===== src/hw/uic_defs.svh =====
// constants for the uart interrupt / fifo control block
// assumes apb word addressing, 8-bit registers in the low byte of each word
// Summary of operation
// - line status interrupt highest, code 0110
// - data available second priority, code 0100
// - fifo mode timeout after 4 chars, code 1100
// - holding empty third, cleared by id read/holding write
// - modem status lowest, code 0000
// - char mode: holding empty set on transfer
// - fifo mode: holding empty while queue empty
// - transmit request when holding empty and enabled
// - transmitter empty when holding and shift empty
// - bit7 fifo error summary, fifo mode only
// - fifo control write-only at identification address
// - enable bit sets fifo mode, switching flushes
// - other control bits need enable bit set
// - receive flush bit self-clears, empties queue
// - transmit flush bit self-clears, empties queue
// - ready pin mode 1 when bit3 set
// - control bits 4 and 5 reserved
// - bits 7:6 pick trigger 1/4/8/14
// - id bit0 high when nothing pending
// - id bits 7:6 follow enable, 5:4 zero
// - id code frozen during identification read
`ifndef UIC_DEFS_SVH
`define UIC_DEFS_SVH
`define UIC_ADDR_ID       12'h008
`define UIC_ADDR_LSTAT    12'h014
`define UIC_ADDR_IEN      12'h004
`define UIC_ADDR_MISC     12'h020
`define UIC_ID_NONE       4'h1
`define UIC_ID_LINE       4'h6
`define UIC_ID_RXDATA     4'h4
`define UIC_ID_TIMEOUT    4'hc
`define UIC_ID_HOLD       4'h2
`define UIC_ID_MODEM      4'h0
`define UIC_TRIG_1        5'h01
`define UIC_TRIG_4        5'h04
`define UIC_TRIG_8        5'h08
`define UIC_TRIG_14       5'h0e
`define UIC_TIMEOUT_CHARS 3'h4
`define UIC_FC_EN         0
`define UIC_FC_RXFL       1
`define UIC_FC_TXFL       2
`define UIC_FC_MODE       3
`define UIC_FC_TRIG_LO    6
`define UIC_LS_HOLD       5
`define UIC_LS_TRANSMITTER_EMPTY_FLAG       6
`define UIC_LS_ERR        7
`endif


===== src/hw/uic_pkg.sv =====
// types for the uart interrupt / fifo control block
// assumes uic_defs.svh provides the numeric constants
package uic_pkg;
	typedef struct packed {
		logic       fifo_mode;    // fifo enable bit
		logic       ready_mode;   // ready pin mode bit
		logic [1:0] trig_sel;     // receive trigger select
		logic [3:0] ien;          // enables: rx, hold, line, modem
		logic       hold_empty;   // holding empty flag
		logic       hold_irq;     // holding empty interrupt latch
		logic       err_sum;      // fifo error summary
		logic [2:0] char_cnt;     // idle character times seen
		logic       timeout;      // timeout pending
		logic [3:0] id_frozen;    // id code held during read
		logic       rx_flush;     // one-cycle receive flush pulse
		logic       tx_flush;     // one-cycle transmit flush pulse
		logic [7:0] rdata;        // apb read data
	} uic_state_s;
endpackage


===== src/hw/uic_ctrl.sv =====
// interrupt prioritiser, transmit status and fifo control for the uart
// assumes the rest of the uart supplies error flags, queue counts, char tick
`timescale 1ns/1ps
`default_nettype none
`include "uic_defs.svh"
module uic_ctrl (
	input  wire logic        pclk,          // 100 mhz bus clock
	input  wire logic        presetn,       // async reset, active low
	input  wire logic        psel,          // apb select
	input  wire logic        penable,       // apb access phase
	input  wire logic        pwrite,        // apb direction
	input  wire logic [11:0] paddr,         // apb byte address
	input  wire logic [31:0] pwdata,        // apb write data
	output logic      [31:0] prdata,        // apb read data
	output logic             pready,        // apb ready
	output logic             pslverr,       // apb error
	input  wire logic        line_err,      // overrun/parity/framing/break pending
	input  wire logic        rx_err_in_q,   // an errored char sits in receive queue
	input  wire logic [4:0]  rx_count,      // receive queue fill
	input  wire logic        rx_data_rdy,   // char-mode data ready
	input  wire logic [4:0]  tx_count,      // transmit queue fill
	input  wire logic        shift_busy,    // transmit shift register holds a char
	input  wire logic        hold_to_shift, // pulse: holding register moved to shift
	input  wire logic        hold_write,    // pulse: host wrote holding register
	input  wire logic        rx_read,       // pulse: host read receive buffer
	input  wire logic        rx_push,       // pulse: char added to receive queue
	input  wire logic        char_tick,     // pulse: one character time elapsed
	input  wire logic        modem_delta,   // any modem change flag set
	output logic             lstat_read,    // pulse: line status read
	output logic             mstat_read,    // pulse: modem status read (misc reg)
	output logic             rx_flush,      // pulse: empty receive queue
	output logic             tx_flush,      // pulse: empty transmit queue
	output logic             fifo_mode,     // fifo mode active
	output logic             ready_mode,    // ready pin signalling mode
	output logic             tx_irq,        // transmitter interrupt request
	output logic             intr           // combined interrupt request
);
	uic_pkg::uic_state_s st_reg, st_next;
	logic       wr_en, rd_en;
	logic [3:0] id_live;
	logic [4:0] trig;
	logic       rx_avail;
	logic       q_empty;
	logic [7:0] lstat;

	// apb strobes; always zero wait states, never an error
	assign wr_en   = psel & penable & pwrite;
	assign rd_en   = psel & penable & ~pwrite;
	assign pready  = 1'b1;
	assign pslverr = 1'b0;
	assign prdata  = {24'h00_0000, st_reg.rdata};

	// trigger level decode
	always_comb begin
		case (st_reg.trig_sel)
			2'b00:   trig = `UIC_TRIG_1;
			2'b01:   trig = `UIC_TRIG_4;
			2'b10:   trig = `UIC_TRIG_8;
			default: trig = `UIC_TRIG_14;
		endcase
	end

	// data available follows the level: falls as soon as the queue drops below trigger
	assign rx_avail = st_reg.fifo_mode ? (rx_count >= trig) : rx_data_rdy;
	assign q_empty  = st_reg.fifo_mode ? (tx_count == 5'h00) : st_reg.hold_empty;

	// priority encode of enabled sources
	always_comb begin
		if (st_reg.ien[2] && line_err)
			id_live = `UIC_ID_LINE;
		else if (st_reg.ien[0] && rx_avail)
			id_live = `UIC_ID_RXDATA;
		else if (st_reg.ien[0] && st_reg.timeout)
			id_live = `UIC_ID_TIMEOUT;
		else if (st_reg.ien[1] && st_reg.hold_irq)
			id_live = `UIC_ID_HOLD;
		else if (st_reg.ien[3] && modem_delta)
			id_live = `UIC_ID_MODEM;
		else
			id_live = `UIC_ID_NONE;
	end

	// line status upper bits; lower error bits belong elsewhere
	assign lstat = {st_reg.fifo_mode & st_reg.err_sum,
			st_reg.hold_empty & ~shift_busy,
			st_reg.hold_empty, 5'b0_0000};

	assign intr       = (id_live != `UIC_ID_NONE);
	assign tx_irq     = st_reg.hold_empty & st_reg.ien[1];
	assign fifo_mode  = st_reg.fifo_mode;
	assign ready_mode = st_reg.ready_mode;
	assign rx_flush   = st_reg.rx_flush;
	assign tx_flush   = st_reg.tx_flush;
	assign lstat_read = rd_en && paddr == `UIC_ADDR_LSTAT;
	assign mstat_read = rd_en && paddr == `UIC_ADDR_MISC;

	// next state
	always_comb begin
		logic id_rd, id_wr, switch;
		st_next = st_reg;
		id_rd  = rd_en && paddr == `UIC_ADDR_ID;
		id_wr  = wr_en && paddr == `UIC_ADDR_ID;
		switch = id_wr && (pwdata[`UIC_FC_EN] != st_reg.fifo_mode);
		st_next.rx_flush = 1'b0;
		st_next.tx_flush = 1'b0;
		st_next.rdata    = 8'h00;
		// fifo control write; other bits only take with enable set
		if (id_wr) begin
			st_next.fifo_mode = pwdata[`UIC_FC_EN];
			if (pwdata[`UIC_FC_EN]) begin
				st_next.ready_mode = pwdata[`UIC_FC_MODE];
				st_next.trig_sel   = pwdata[`UIC_FC_TRIG_LO +: 2];
				st_next.rx_flush   = pwdata[`UIC_FC_RXFL];
				st_next.tx_flush   = pwdata[`UIC_FC_TXFL];
			end
			if (switch || !pwdata[`UIC_FC_EN]) begin
				st_next.rx_flush = 1'b1;
				st_next.tx_flush = 1'b1;
			end
			// bits 5:4 reserved, dropped
		end
		if (wr_en && paddr == `UIC_ADDR_IEN)
			st_next.ien = pwdata[3:0];
		// holding empty: char mode moves with transfer/load, fifo mode tracks queue
		if (st_next.fifo_mode)
			st_next.hold_empty = (tx_count == 5'h00 || st_next.tx_flush) && !hold_write;
		else if (hold_write)
			st_next.hold_empty = 1'b0;
		else if (hold_to_shift || switch)
			st_next.hold_empty = 1'b1;
		// holding interrupt: cleared by id read while reported or a write; set wins
		if ((id_rd && st_reg.id_frozen == `UIC_ID_HOLD) || hold_write)
			st_next.hold_irq = 1'b0;
		if (st_next.hold_empty && !st_reg.hold_empty)
			st_next.hold_irq = 1'b1;
		// error summary: line status read clears only if none remain
		if (lstat_read && !rx_err_in_q)
			st_next.err_sum = 1'b0;
		if (rx_err_in_q && st_reg.fifo_mode)
			st_next.err_sum = 1'b1;
		if (!st_reg.fifo_mode)
			st_next.err_sum = 1'b0;
		// timeout counter: any queue activity restarts it
		if (!st_reg.fifo_mode || rx_count == 5'h00 || rx_push || rx_read) begin
			st_next.char_cnt = 3'h0;
			st_next.timeout  = 1'b0;
		end else if (char_tick && st_reg.char_cnt != `UIC_TIMEOUT_CHARS) begin
			st_next.char_cnt = st_reg.char_cnt + 3'h1;
		end
		if (st_next.char_cnt == `UIC_TIMEOUT_CHARS)
			st_next.timeout = 1'b1;
		// id code frozen while a read is in progress
		if (!(psel && !pwrite && paddr == `UIC_ADDR_ID))
			st_next.id_frozen = id_live;
		// read mux: loaded at the setup edge, held through the access cycle
		if (psel && !penable && !pwrite) begin
			case (paddr)
				`UIC_ADDR_ID:
					st_next.rdata = {{2{st_reg.fifo_mode}}, 2'b00, st_reg.id_frozen};
				`UIC_ADDR_LSTAT: st_next.rdata = lstat;
				`UIC_ADDR_IEN:   st_next.rdata = {4'h0, st_reg.ien};
				`UIC_ADDR_MISC:  st_next.rdata = {4'h0, st_reg.ready_mode, st_reg.fifo_mode, st_reg.trig_sel};
				default:         st_next.rdata = 8'h00;
			endcase
		end else if (rd_en) begin
			st_next.rdata = st_reg.rdata;
		end
	end

	// state register
	always_ff @(posedge pclk or negedge presetn) begin
		if (!presetn) begin
			st_reg            <= '0;
			st_reg.hold_empty <= 1'b1;
			st_reg.id_frozen  <= `UIC_ID_NONE;
		end else begin
			st_reg <= st_next;
		end
	end
endmodule // uic_ctrl
`default_nettype wire


===== config.mk =====
export PLATFORM = sky130hd
export DESIGN_NAME = uic_ctrl
export DESIGN_NICKNAME = d
export VERILOG_FILES = /design/src/hw/uic_pkg.sv /design/src/hw/uic_ctrl.sv
export VERILOG_INCLUDE_DIRS = /design/src /design/src/hw
export SDC_FILE = /design/constraint.sdc
export NUM_CORES = 1
export LEC_CHECK = 0
export BUFFER_PORTS_ARGS = -buffer_cell sky130_fd_sc_hd__clkbuf_2
export CAP_MARGIN = 20
export CORE_MARGIN = 3
export CORE_UTILIZATION = 40
export CTS_BUF_LIST = sky130_fd_sc_hd__clkbuf_16
export DETAILED_ROUTE_END_ITERATION = 6
export PLACE_DENSITY = 0.74
export SETUP_SLACK_MARGIN = 0.4
export SYNTH_ARGS = -nofsm -noshare
export SYNTH_HDL_FRONTEND = slang
export SYNTH_SLANG_ARGS = --single-unit

===== constraint.sdc =====
create_clock -name pclk -period 3.1 [get_ports pclk]
set_input_delay 0.62 -clock pclk [delete_from_list [all_inputs] [get_ports pclk]]
set_output_delay 0.62 -clock pclk [all_outputs]
set_load 0.03 [all_outputs]

==> results of run 1 <==
-- kinds of logic (layout without fill, tap and decap cells) --
kind of cell	Yosys count	after routing	share of synthesized area (%)
muxes	8	8	5.26
xor gates and xnor gates	2	2	0.921
other	2	27	0.395
adders and majority gates	6	6	3.95
AOI/OAI and AO/OA	45	45	15.8
and+or+nand+nor	66	66	21.2
buffers and inverters	44	74	15.5
DFF	28	28	37.0
-- layout by cell type (no fill, tap or decap), drive strengths merged, types with 5 or more instances in the layout --
master   n
dfrtp   26
buf      6
a22oi    8
ha       6
clkbuf  59
nand2b   5
mux2     7
conb    27
o21ai    9
or4      6
nand2   16
a21oi   11
inv      8
nor2    12
-- cells in the mapped netlist, types with 3 or more instances --
library cell,count,area share [%]
a21oi_1,11,2.9
a22oi_1,8,3.2
buf_4,34,13
dfrtp_1,26,34
ha_1,6,3.9
inv_1,8,1.6
mux2_2,4,2.4
mux2_4,3,2.4
nand2_1,15,3.0
nand2b_1,5,1.6
nand3_1,3,0.79
nor2_1,11,2.2
nor3_1,3,0.79
o21ai_0,8,2.1
or4_1,3,1.2
or4_4,3,1.8
-- cell type report --
cell class,count,share of cell area [%]
timing repair buffer,62,14.8
clock buffer,3,3.37
sequential,28,31.6
clock inverter,1,0.169
tap,52,2.92
multi-input combinational,154,45.8
inverter,8,1.35
-- per-stage QoR --
stage	instance area, um2	hold slack, ns
2_1_floorplan	2000	0.324
3_3_place_gp	2110	0.473
3_5_place_dp	2110	0.475
4_1_cts	2210	0.419
5_1_grt	2220	0.452
6_report	2220	0.395
-- timing repair --
item	in CTS	in global routing
hold buffers	0	0
buffers inserted	1	0
pin swaps	0	2
gates resized for setup	2	5
setup endpoints to repair	2	1
-- power breakdown --
group / internal, mW / switching (mW)
sequential: 0.367 / 0.00197
clock: 0.173 / 0.115
combinational: 0.0353 / 0.0849
-- metal layers --
metal	wire (um)	part of all wire, %	vias to the layer above
li1	-	-	775
met1	1720	40	749
met2	2290	53	55
met3	286	6.6	2
met4	18	0.42	0
met5	0	0	-
-- worst paths after layout --
path	start	endpoint	slack, ns
worst max-delay path	st_reg[26]$_DFFE_PN0P_	intr	0.47
worst min register to register	prdata[7]$_DFFE_PN0P_	prdata[7]$_DFFE_PN0P_	0.48
worst max register to register	st_reg[26]$_DFFE_PN0P_	st_reg[13]$_DFFE_PN0N_	1.31
min in group pclk	prdata[7]$_DFFE_PN0P_	prdata[7]$_DFFE_PN0P_	0.48
worst min-delay path	presetn	st_reg[25]$_DFFE_PN0P_	0.40
max in group asynchronous	presetn	st_reg[14]$_DFFE_PN0P_	2.25
==> summary.md, run 1 <==
| Metric | Value |
|---|---|
| Delay-heaviest family, CP | simple AND/OR/NAND/NOR gates |
| Initial antenna violation count | 0 |
| Setup WS pre-CTS | 0.393 ns |
| Worst Setup End Kind | output port |
| Critical path's largest stage delay | 0.49 ns |
| FP Rows | 24 |
| Placer Congestion | approximately 0.94 |
| CTS tree | built |
| Largest net degree at the start of global routing | 29 |
| Unrepaired setup endpoints after global routing | false |
| Worst setup SP type | flip-flop |
| Root buffer cell | clkbuf_16 |
| Finished Layout Cells | approximately 310 |
| # DRC | 0 |
| First-pass GRT wire length | 6690 um |
| Via count | 1,581 |
| HP Class | in -> async |
| YS warnings | 0 |
| Final HPWL DP | between 3000 and 4000 um |
| Slowest-stage cell, CP | or4_1 |
| Asr flop ratio synth | 100% |
| Max Root-Sink Buffers | 2 |
| DIE AREA | 0.00562 mm2 |
| Routed wire length | 4320 um |
| Fraction of layout cells with a size suffix above 1 | 34.8% |
| Fin. Hold Viols | 0 |
| Syn-to-layout area delta | 17.0% |
| Core Box Area | 0.00447 mm2 |
| CP Buf/Inv Count | 2 |
| Largest register FFs | 16 |
| Stages on worst setup path | 7 |
| Setup skew after layout | 0.00594 ns |
| WP data required | 2.48 ns |
| Top Usage Layer GRT | met2 |
| Initial Util | roughly 43% |
| Die width | between 70 and 80 um |
| Max_slew headroom | between 50% and 60% |
| Outcome | finished, final reports clean |
| Drt first-iter violations | 66 |
| Ports | 111 |
| H-tree depth | 1 |
| # diodes | 0 |
| GRT met2 Usage | 27.7% |
| Sum Neg Setup Slack | 0 ns |
| Final Power | 0.776 mW |
| CTS buffer count | 3 |
| Max-Cap Viols | 0 |
| Ys flop type | dfrtp_1 |
| Fin util | 49.7% |
| Max Slew Vio Count | 0 |
| Final worst path period share | 84.9% |
| Leakage | 1.10 nW |
| Power per cell area | 349 mW/mm2 |
| Slack of the critical path | 0.469 ns |
| CP Max Fanout | 4 |
| Syn Std Cell Area | between 0.0015 and 0.002 mm2 |
| Post-layout nets | between 300 and 400 |
| Cells after synthesis | 201 |
| Worst vdd ir | just under 0.0004 V |
| Worst r2r path cells | 6 |
| Post-synthesis sequential area ratio | 37.0% |
| Filler instances | 408 |
| Arr. time, crit path | 2.01 ns |
| Post-synth EDFFs | 0 |
| Worst-Skew Late Latency | 0.26 ns |
| Met3 Track Usage GR | 3.07% |
| F_max | 0.380 GHz |
| Area of the multi-input gates | 0.00102 mm2 |
| Final setup viols | 0 |
| Die height | 75.0 um |
| CTS sink count | 28 |
| Vias per inst | 5.13 |
| Grt ovf | 0 |
| Worst Tran Pin Value | 0.704 ns |
| Clock transition at the registers of the reported paths | 0.07 ns |
| Dpl cells | 303 |
| WL/cell | between 10 and 15 um |
| Sequential cell area | approximately 700 um2 |
| IO buf count | 57 |
| Post-route ant nets | 0 |
| GR Util All Layers | between 10% and 20% |
| Drt pass-1 iters | 4 |
| Min cycle time layout | 2.63 ns |
| Number of global-route vias before repair | 1,483 |
| Average cell area after synthesis | 9.46 um2 |
| Critical path cell sequence | inv_1, ha_1, or4_1, a21oi_2, o21ai_2, nand2b_4, buf_6 |
| Path type of the worst setup path | reg -> out |
| Synth Register Bits | 28 |
| Met1 GRT Util | 19.6% |
| Unique masters post-synth | between 50 and 60 |
(Power assumes the default switching activity.)
==> inputs of run 2 (changes only) <==
--- a/config.mk
+++ b/config.mk
@@ -6,13 +6,14 @@
 export SDC_FILE = /design/constraint.sdc
 export NUM_CORES = 1
 export LEC_CHECK = 0
+export ABC_AREA = 1
 export BUFFER_PORTS_ARGS = -buffer_cell sky130_fd_sc_hd__clkbuf_2
 export CAP_MARGIN = 20
 export CORE_MARGIN = 3
 export CORE_UTILIZATION = 40
 export CTS_BUF_LIST = sky130_fd_sc_hd__clkbuf_16
 export DETAILED_ROUTE_END_ITERATION = 6
-export PLACE_DENSITY = 0.74
+export PLACE_DENSITY = 0.73
 export SETUP_SLACK_MARGIN = 0.4
 export SYNTH_ARGS = -nofsm -noshare
 export SYNTH_HDL_FRONTEND = slang
==> constraint.sdc (replaced) <==
create_clock -name pclk -period 2.6 [get_ports pclk]
set_input_delay 0.52 -clock pclk [delete_from_list [all_inputs] [get_ports pclk]]
set_output_delay 0.52 -clock pclk [all_outputs]
set_load 0.03 [all_outputs]
==> run 2 against run 1 <==
  * Via count rose by 15%
  * Routed wire length grew 7.7%
  * First-iteration DRC count grew 30%
  * Utilization is 0.19 points lower
  * Design area increased by 7.3%
  * Critical path depth increased by 4
  * Clock power increased by 26%
  * Non-clock buffer count unchanged
  * Final cell count increased by 26%
  * Clock-buffer cell count did not move
  * Combinational power rose by 20%
  * Critical endpoint unchanged
  * Largest cell class unchanged
==> summary.md, run 2 <==
| Metric | Value |
|---|---|
| Synth area leader | dfrtp_1 |
| Largest net degree at the start of global routing | 29 |
| Power per cell area | 397 mW/mm2 |
| Initial Util | 42.5% |
| Max-Cap Viols | 0 |
| Post-layout nets | 398 |
| Worst Setup End Kind | output port |
| Hold Buf Count CTS | 0 |
| Root buffer cell | clkbuf_16 |
| HP Class | in -> async |
| WL/cell | 12.0 um |
| # DRC | 0 |
| Number of global-route vias before repair | 1,845 |
| Via count | 1,822 |
| Final Power | 0.948 mW |
| First-pass GRT wire length | 7930 um |
| Finished Layout Cells | a little under 400 |
| WHS | around 0.28 ns |
| Path type of the worst setup path | reg -> out |
| Critical path cell sequence | nor2_1, ha_1, o21ai_2, nand2_1, nand2_1, nand2_1, nand2_1, nand2_1, nand2_2, nand3_2, buf_8 |
| Sum Neg Setup Slack | 0 ns |
| Syn Std Cell Area | 0.00205 mm2 |
| Final HPWL DP | 3640 um |
| Ys flop type | dfrtp_1 |
| Placer Congestion | 0.841 |
| Arr. time, crit path | 1.72 ns |
| Setup WS pre-CTS | 0.271 ns |
| Most frequent cell after synthesis | nand2_1 |
| Die width | about 78 um |
| Synth Register Bits | 28 |
| Max Root-Sink Buffers | 2 |
| Setup skew after layout | between 0.003 and 0.004 ns |
| CTS buffer count | 3 |
| Worst path most repeated cell | nand2_1 |
| Worst vdd ir | 0.000282 V |
| Leakage | approximately 1.4 nW |
| Dpl cells | about 380 |
| Post-synthesis sequential area ratio | 34.4% |
| Min cycle time layout | 2.24 ns |
| Comb power frac | roughly 15% |
| WP data required | 2.08 ns |
| CTS sink count | 28 |
| Initial antenna violation count | 0 |
| Finished Cell Area | between 0.002 and 0.0025 mm2 |
| Cells after synthesis | 266 |
| Unrepaired setup endpoints after global routing | true |
| IO buf count | 57 |
| Vias per inst | 4.68 |
| Synth area leaders | dfrtp_1, buf_4, nand2_1, inv_1, nand3_1 |
| Worst setup SP type | flip-flop |
| Fin. Hold Viols | 0 |
| F_max | about 0.45 GHz |
| FP Rows | 25 |
| Pint | between 0.6 and 0.7 mW |
| Largest register FFs | 16 |
| Clock power frac | 38.1% |
| Outcome | finished, final reports clean |
| Drt pass-1 iters | 4 |
| Critical path's largest stage delay | 0.42 ns |
| Unique masters post-synth | 35 |
| Max_slew headroom | 53.5% |
| Worst Tran Pin Value | 0.697 ns |
| Commonest non-fill, non-tap cell in the layout | nand2_1 |
| Grt ovf | 0 |
| Final worst path period share | 86.2% |
| Fin util | 49.5% |
| H-tree depth | 1 |
| CP Max Fanout | 4 |
| Post-synth EDFFs | 0 |
| Drt first-iter violations | 86 |
| Max Slew Vio Count | 0 |
| Average cell area after synthesis | 7.69 um2 |
| Post-route ant nets | 0 |
| YS warnings | 0 |
| Clock transition at the registers of the reported paths | 0.07 ns |
| Asr flop ratio synth | between 90% and 100% |
| GR Util All Layers | 16.2% |
| Psw | 0.265 mW |
| Commonest non-fill, non-tap cells in the layout | nand2_1, clkbuf_2, inv_1, conb_1, dfrtp_1 |
| CTS tree | built |
| Final setup viols | 0 |
| DIE AREA | 0.00601 mm2 |
| Syn-to-layout area delta | 16.6% |
| Cell Area, Placed | 0.00226 mm2 |
| Routed wire length | approximately 4700 um |
| Die height | 77.5 um |
| # diodes | 0 |
| Sw frac | 28.0% |
| Ports | 111 |
| Slowest-stage cell, CP | dfrtp_1 |
| Filler instances | between 400 and 500 |
| Slack of the critical path | between 0.3 and 0.4 ns |
| Fraction of layout cells with a size suffix above 1 | 30.7% |
| Synth top cells by count | nand2_1, buf_4, inv_1 |
| Worst-Skew Late Latency | between 0.2 and 0.3 ns |
| Flop pwr share | 46.7% |
| Yosys top cell area share | 31.8% |
| Core Box Area | 0.00482 mm2 |
## run 2: routing by layer
layer	share of wire [%]	vias up	global-route usage, %
met2	48	71	28.8
met1	43	840	19.0
li1	-	907	-
met4	0.99	0	4.80
met5	0	-	0
met3	7.8	4	4.18
## run 2: final cells by class
class	instances	area (um2)	share of cell area, %
multi-input cells	195	1060	44.6
flip-flops and latches	28	703	29.5
clock buffers	3	75.1	3.15
clock inverters	1	3.75	0.157
well taps	67	83.8	3.51
inverters	33	124	5.19
repair buffers	62	333	13.9
## run 2: cells by family after synthesis
kind of cell               synth area share [%]
and+or+nand+nor                            35.8
muxes                                      1.47
AOI/OAI and AO/OA                          5.08
DFF                                        34.4
adders and majority gates                  3.67
buffers and inverters                      18.8
other                                     0.367
xor gates and xnor gates                  0.428
## run 2: final timing paths
path                                        startpoint                endpoint  slack [ns]  depth (start not counted)
min in group pclk               st_reg[10]$_DFFE_PN1N_  st_reg[10]$_DFFE_PN1N_        0.47                          2
worst min-delay path                           presetn      tx_flush$_DFF_PN0_        0.28                          1
worst max-delay path            st_reg[25]$_DFFE_PN0P_                    intr        0.36                         11
max in group asynchronous                      presetn   prdata[1]$_DFFE_PN0P_        1.86                          1
worst max register to register  st_reg[25]$_DFFE_PN0P_  st_reg[12]$_DFFE_PN0N_        0.97                         13
worst min register to register  st_reg[10]$_DFFE_PN1N_  st_reg[10]$_DFFE_PN1N_        0.47                          2
## run 2: what timing repair did
action,in CTS,in global routing
pin swaps,2,0
endpoints found under the setup margin,1,1
gates resized for setup,5,2
setup buffers,3,1
## run 2: power groups by stage
stage	Sequential [mW]	Clock [mW]	Combinational, mW
after floorplan	0.450	0	0.118
after global routing	0.443	0.375	0.159
after global placement	0.451	0	0.141
after CTS	0.443	0.362	0.144
after detailed placement	0.451	0	0.143
final	0.443	0.361	0.144
## run 2: worst max-delay path, delay by kind of cell, from the launching register on
| kind | cells | cell delay, ns |
|---|---|---|
| AOI/OAI and AO/OA | 1 | 0.12 |
| adders and majority gates | 1 | 0.24 |
| buffers and inverters | 1 | 0.16 |
| DFF | 1 | 0.42 |
| and+or+nand+nor | 8 | 0.52 |
==> inputs of run 3 (changes only) <==
--- a/config.mk
+++ b/config.mk
@@ -6,14 +6,13 @@
 export SDC_FILE = /design/constraint.sdc
 export NUM_CORES = 1
 export LEC_CHECK = 0
-export ABC_AREA = 1
 export BUFFER_PORTS_ARGS = -buffer_cell sky130_fd_sc_hd__clkbuf_2
 export CAP_MARGIN = 20
 export CORE_MARGIN = 3
 export CORE_UTILIZATION = 40
 export CTS_BUF_LIST = sky130_fd_sc_hd__clkbuf_16
 export DETAILED_ROUTE_END_ITERATION = 6
-export PLACE_DENSITY = 0.73
+export PLACE_DENSITY = 0.74
 export SETUP_SLACK_MARGIN = 0.4
 export SYNTH_ARGS = -nofsm -noshare
 export SYNTH_HDL_FRONTEND = slang
==> run 3 against run 2 <==
  * Non-clock buffer count rose by 14
  * Combinational power grew 9.7%
  * Routed wire length rose by 1.2%
  * Register-to-register slack lost 0.24 ns
  * Hold slack better by 0.023 ns
  * Largest cell class unchanged
==> summary.md, run 3 (synthesis results as in run 1) <==
| Metric | Value |
|---|---|
| Ports | 111 |
| Final HPWL DP | ~3500 um |
| Final setup viols | 0 |
| First-pass GRT wire length | 7070 um |
| Root buffer cell | clkbuf_16 |
| CP Max Fanout | 4 |
| Unrepaired setup endpoints after global routing | true |
| Sum Neg Setup Slack | 0 ns |
| Max_slew headroom | 51.0% |
| WL/cell | between 10 and 15 um |
| # DRC | 0 |
| Cell Area, Placed | around 0.0022 mm2 |
| FP Rows | 24 |
| IO buf count | 57 |
| WP data required | around 2.1 ns |
| Worst Setup End Kind | output port |
| Die width | about 75 um |
| Max Slew Vio Count | 0 |
| Leakage | 1.19 nW |
| Routed wire length | 4710 um |
| Die height | 75.0 um |
| Largest register FFs | 16 |
| Arr. time, crit path | 1.97 ns |
| Finished Cell Area | 0.00239 mm2 |
| Fin. Hold Viols | 0 |
| GR Util All Layers | 16.3% |
| HP Class | in -> async |
| Power per cell area | around 400 mW/mm2 |
| Post-layout nets | 346 |
| Worst setup SP type | flip-flop |
| Vias per inst | 5.24 |
| Hold Buf Count CTS | 0 |
| Setup skew after layout | 0.00170 ns |
| Post-route ant nets | 0 |
| Clock transition at the registers of the reported paths | 0.07 ns |
| Initial antenna violation count | 0 |
| # diodes | 0 |
| Drt first-iter violations | between 100 and 150 |
| Syn-to-layout area delta | 25.6% |
| DIE AREA | 0.00562 mm2 |
| Slack of the critical path | 0.110 ns |
| Setup WS pre-CTS | 0.158 ns |
| Number of global-route vias before repair | 1,558 |
| CTS sink count | 28 |
| Placer Congestion | roughly 0.94 |
| Core Box Area | 0.00447 mm2 |
| WHS | 0.306 ns |
| Path type of the worst setup path | reg -> out |
| F_max | 0.402 GHz |
| Grt ovf | 0 |
| Initial Util | 42.5% |
| Fraction of layout cells with a size suffix above 1 | roughly 40% |
| Commonest non-fill, non-tap cell in the layout | clkbuf_2 |
| Largest net degree at the start of global routing | 29 |
| Worst-Skew Late Latency | 0.26 ns |
| Min cycle time layout | 2.49 ns |
| Drt pass-1 iters | 4 |
| Worst vdd ir | 0.000261 V |
| Worst Tran Pin Value | about 0.73 ns |
| CTS buffer count | 3 |
| Commonest non-fill, non-tap cells in the layout | clkbuf_2, conb_1, dfrtp_1, buf_4, nand2_1 |
| H-tree depth | 1 |
| Final worst path period share | 95.8% |
| Max Root-Sink Buffers | 2 |
| Max-Cap Viols | 0 |
| Outcome | finished, final reports clean |
| Via count | 1,688 |
| CTS tree | built |
## run 3: layer usage
layer | GRT usage (%) | wire length (um) | vias to the layer above
met5 | 0 | 0 | -
met4 | 5.73 | 123 | 0
met3 | 2.80 | 269 | 14
met2 | 26.8 | 2330 | 69
met1 | 21.5 | 1980 | 802
li1 | - | - | 803
## run 3: critical path: stages (launching register included)
cell	delay (ns)
dfrtp_1	0.42
nor2_1	0.14
ha_1	0.25
nand2b_1	0.17
a21o_1	0.21
a21oi_4	0.14
o21ai_2	0.08
nand2b_4	0.15
buf_8	0.15
## run 3: repair_timing
item | CTS | global route
buffers inserted | 8 | 3
setup endpoints to repair | 3 | 3
gates resized for setup | 11 | 4
pin swaps | 8 | 3
## run 3: layout make-up
class                   instances  area [um2]
inverters                       8        30.0
well taps                      52        65.1
multi-input cells             154        1060
fillers                       420        2090
flip-flops and latches         28         704
clock inverters                 1        3.75
repair buffers                 76         454
clock buffers                   3        75.1
## run 3: worst paths after layout
path,from,end,slack (ns),cells after the start
worst min register to register,prdata[7]$_DFFE_PN0P_,prdata[7]$_DFFE_PN0P_,0.48,2
max in group asynchronous,presetn,fifo_mode$_DFF_PN0_,1.79,1
worst max register to register,st_reg[25]$_DFFE_PN0P_,st_reg[13]$_DFFE_PN0N_,0.73,8
worst min-delay path,presetn,st_reg[25]$_DFFE_PN0P_,0.31,1
worst max-delay path,st_reg[25]$_DFFE_PN0P_,intr,0.11,8
min in group pclk,prdata[7]$_DFFE_PN0P_,prdata[7]$_DFFE_PN0P_,0.48,2
## run 3: power by group
group	switching, mW	internal (mW)	leakage, nW	total, mW
clock	0.145	0.206	0.0385	0.352
combinational	0.108	0.0497	0.775	0.158
sequential	0.00230	0.438	0.373	0.440
## run 3: stage by stage
stage	cells	power (mW)	util [%]
finish	322	0.949	53.4
global route	322	0.996	53.4
CTS	319	0.952	52.5
detailed placement	307	0.591	48.2
global placement	307	0.588	48.2
floorplan	226	0.564	-
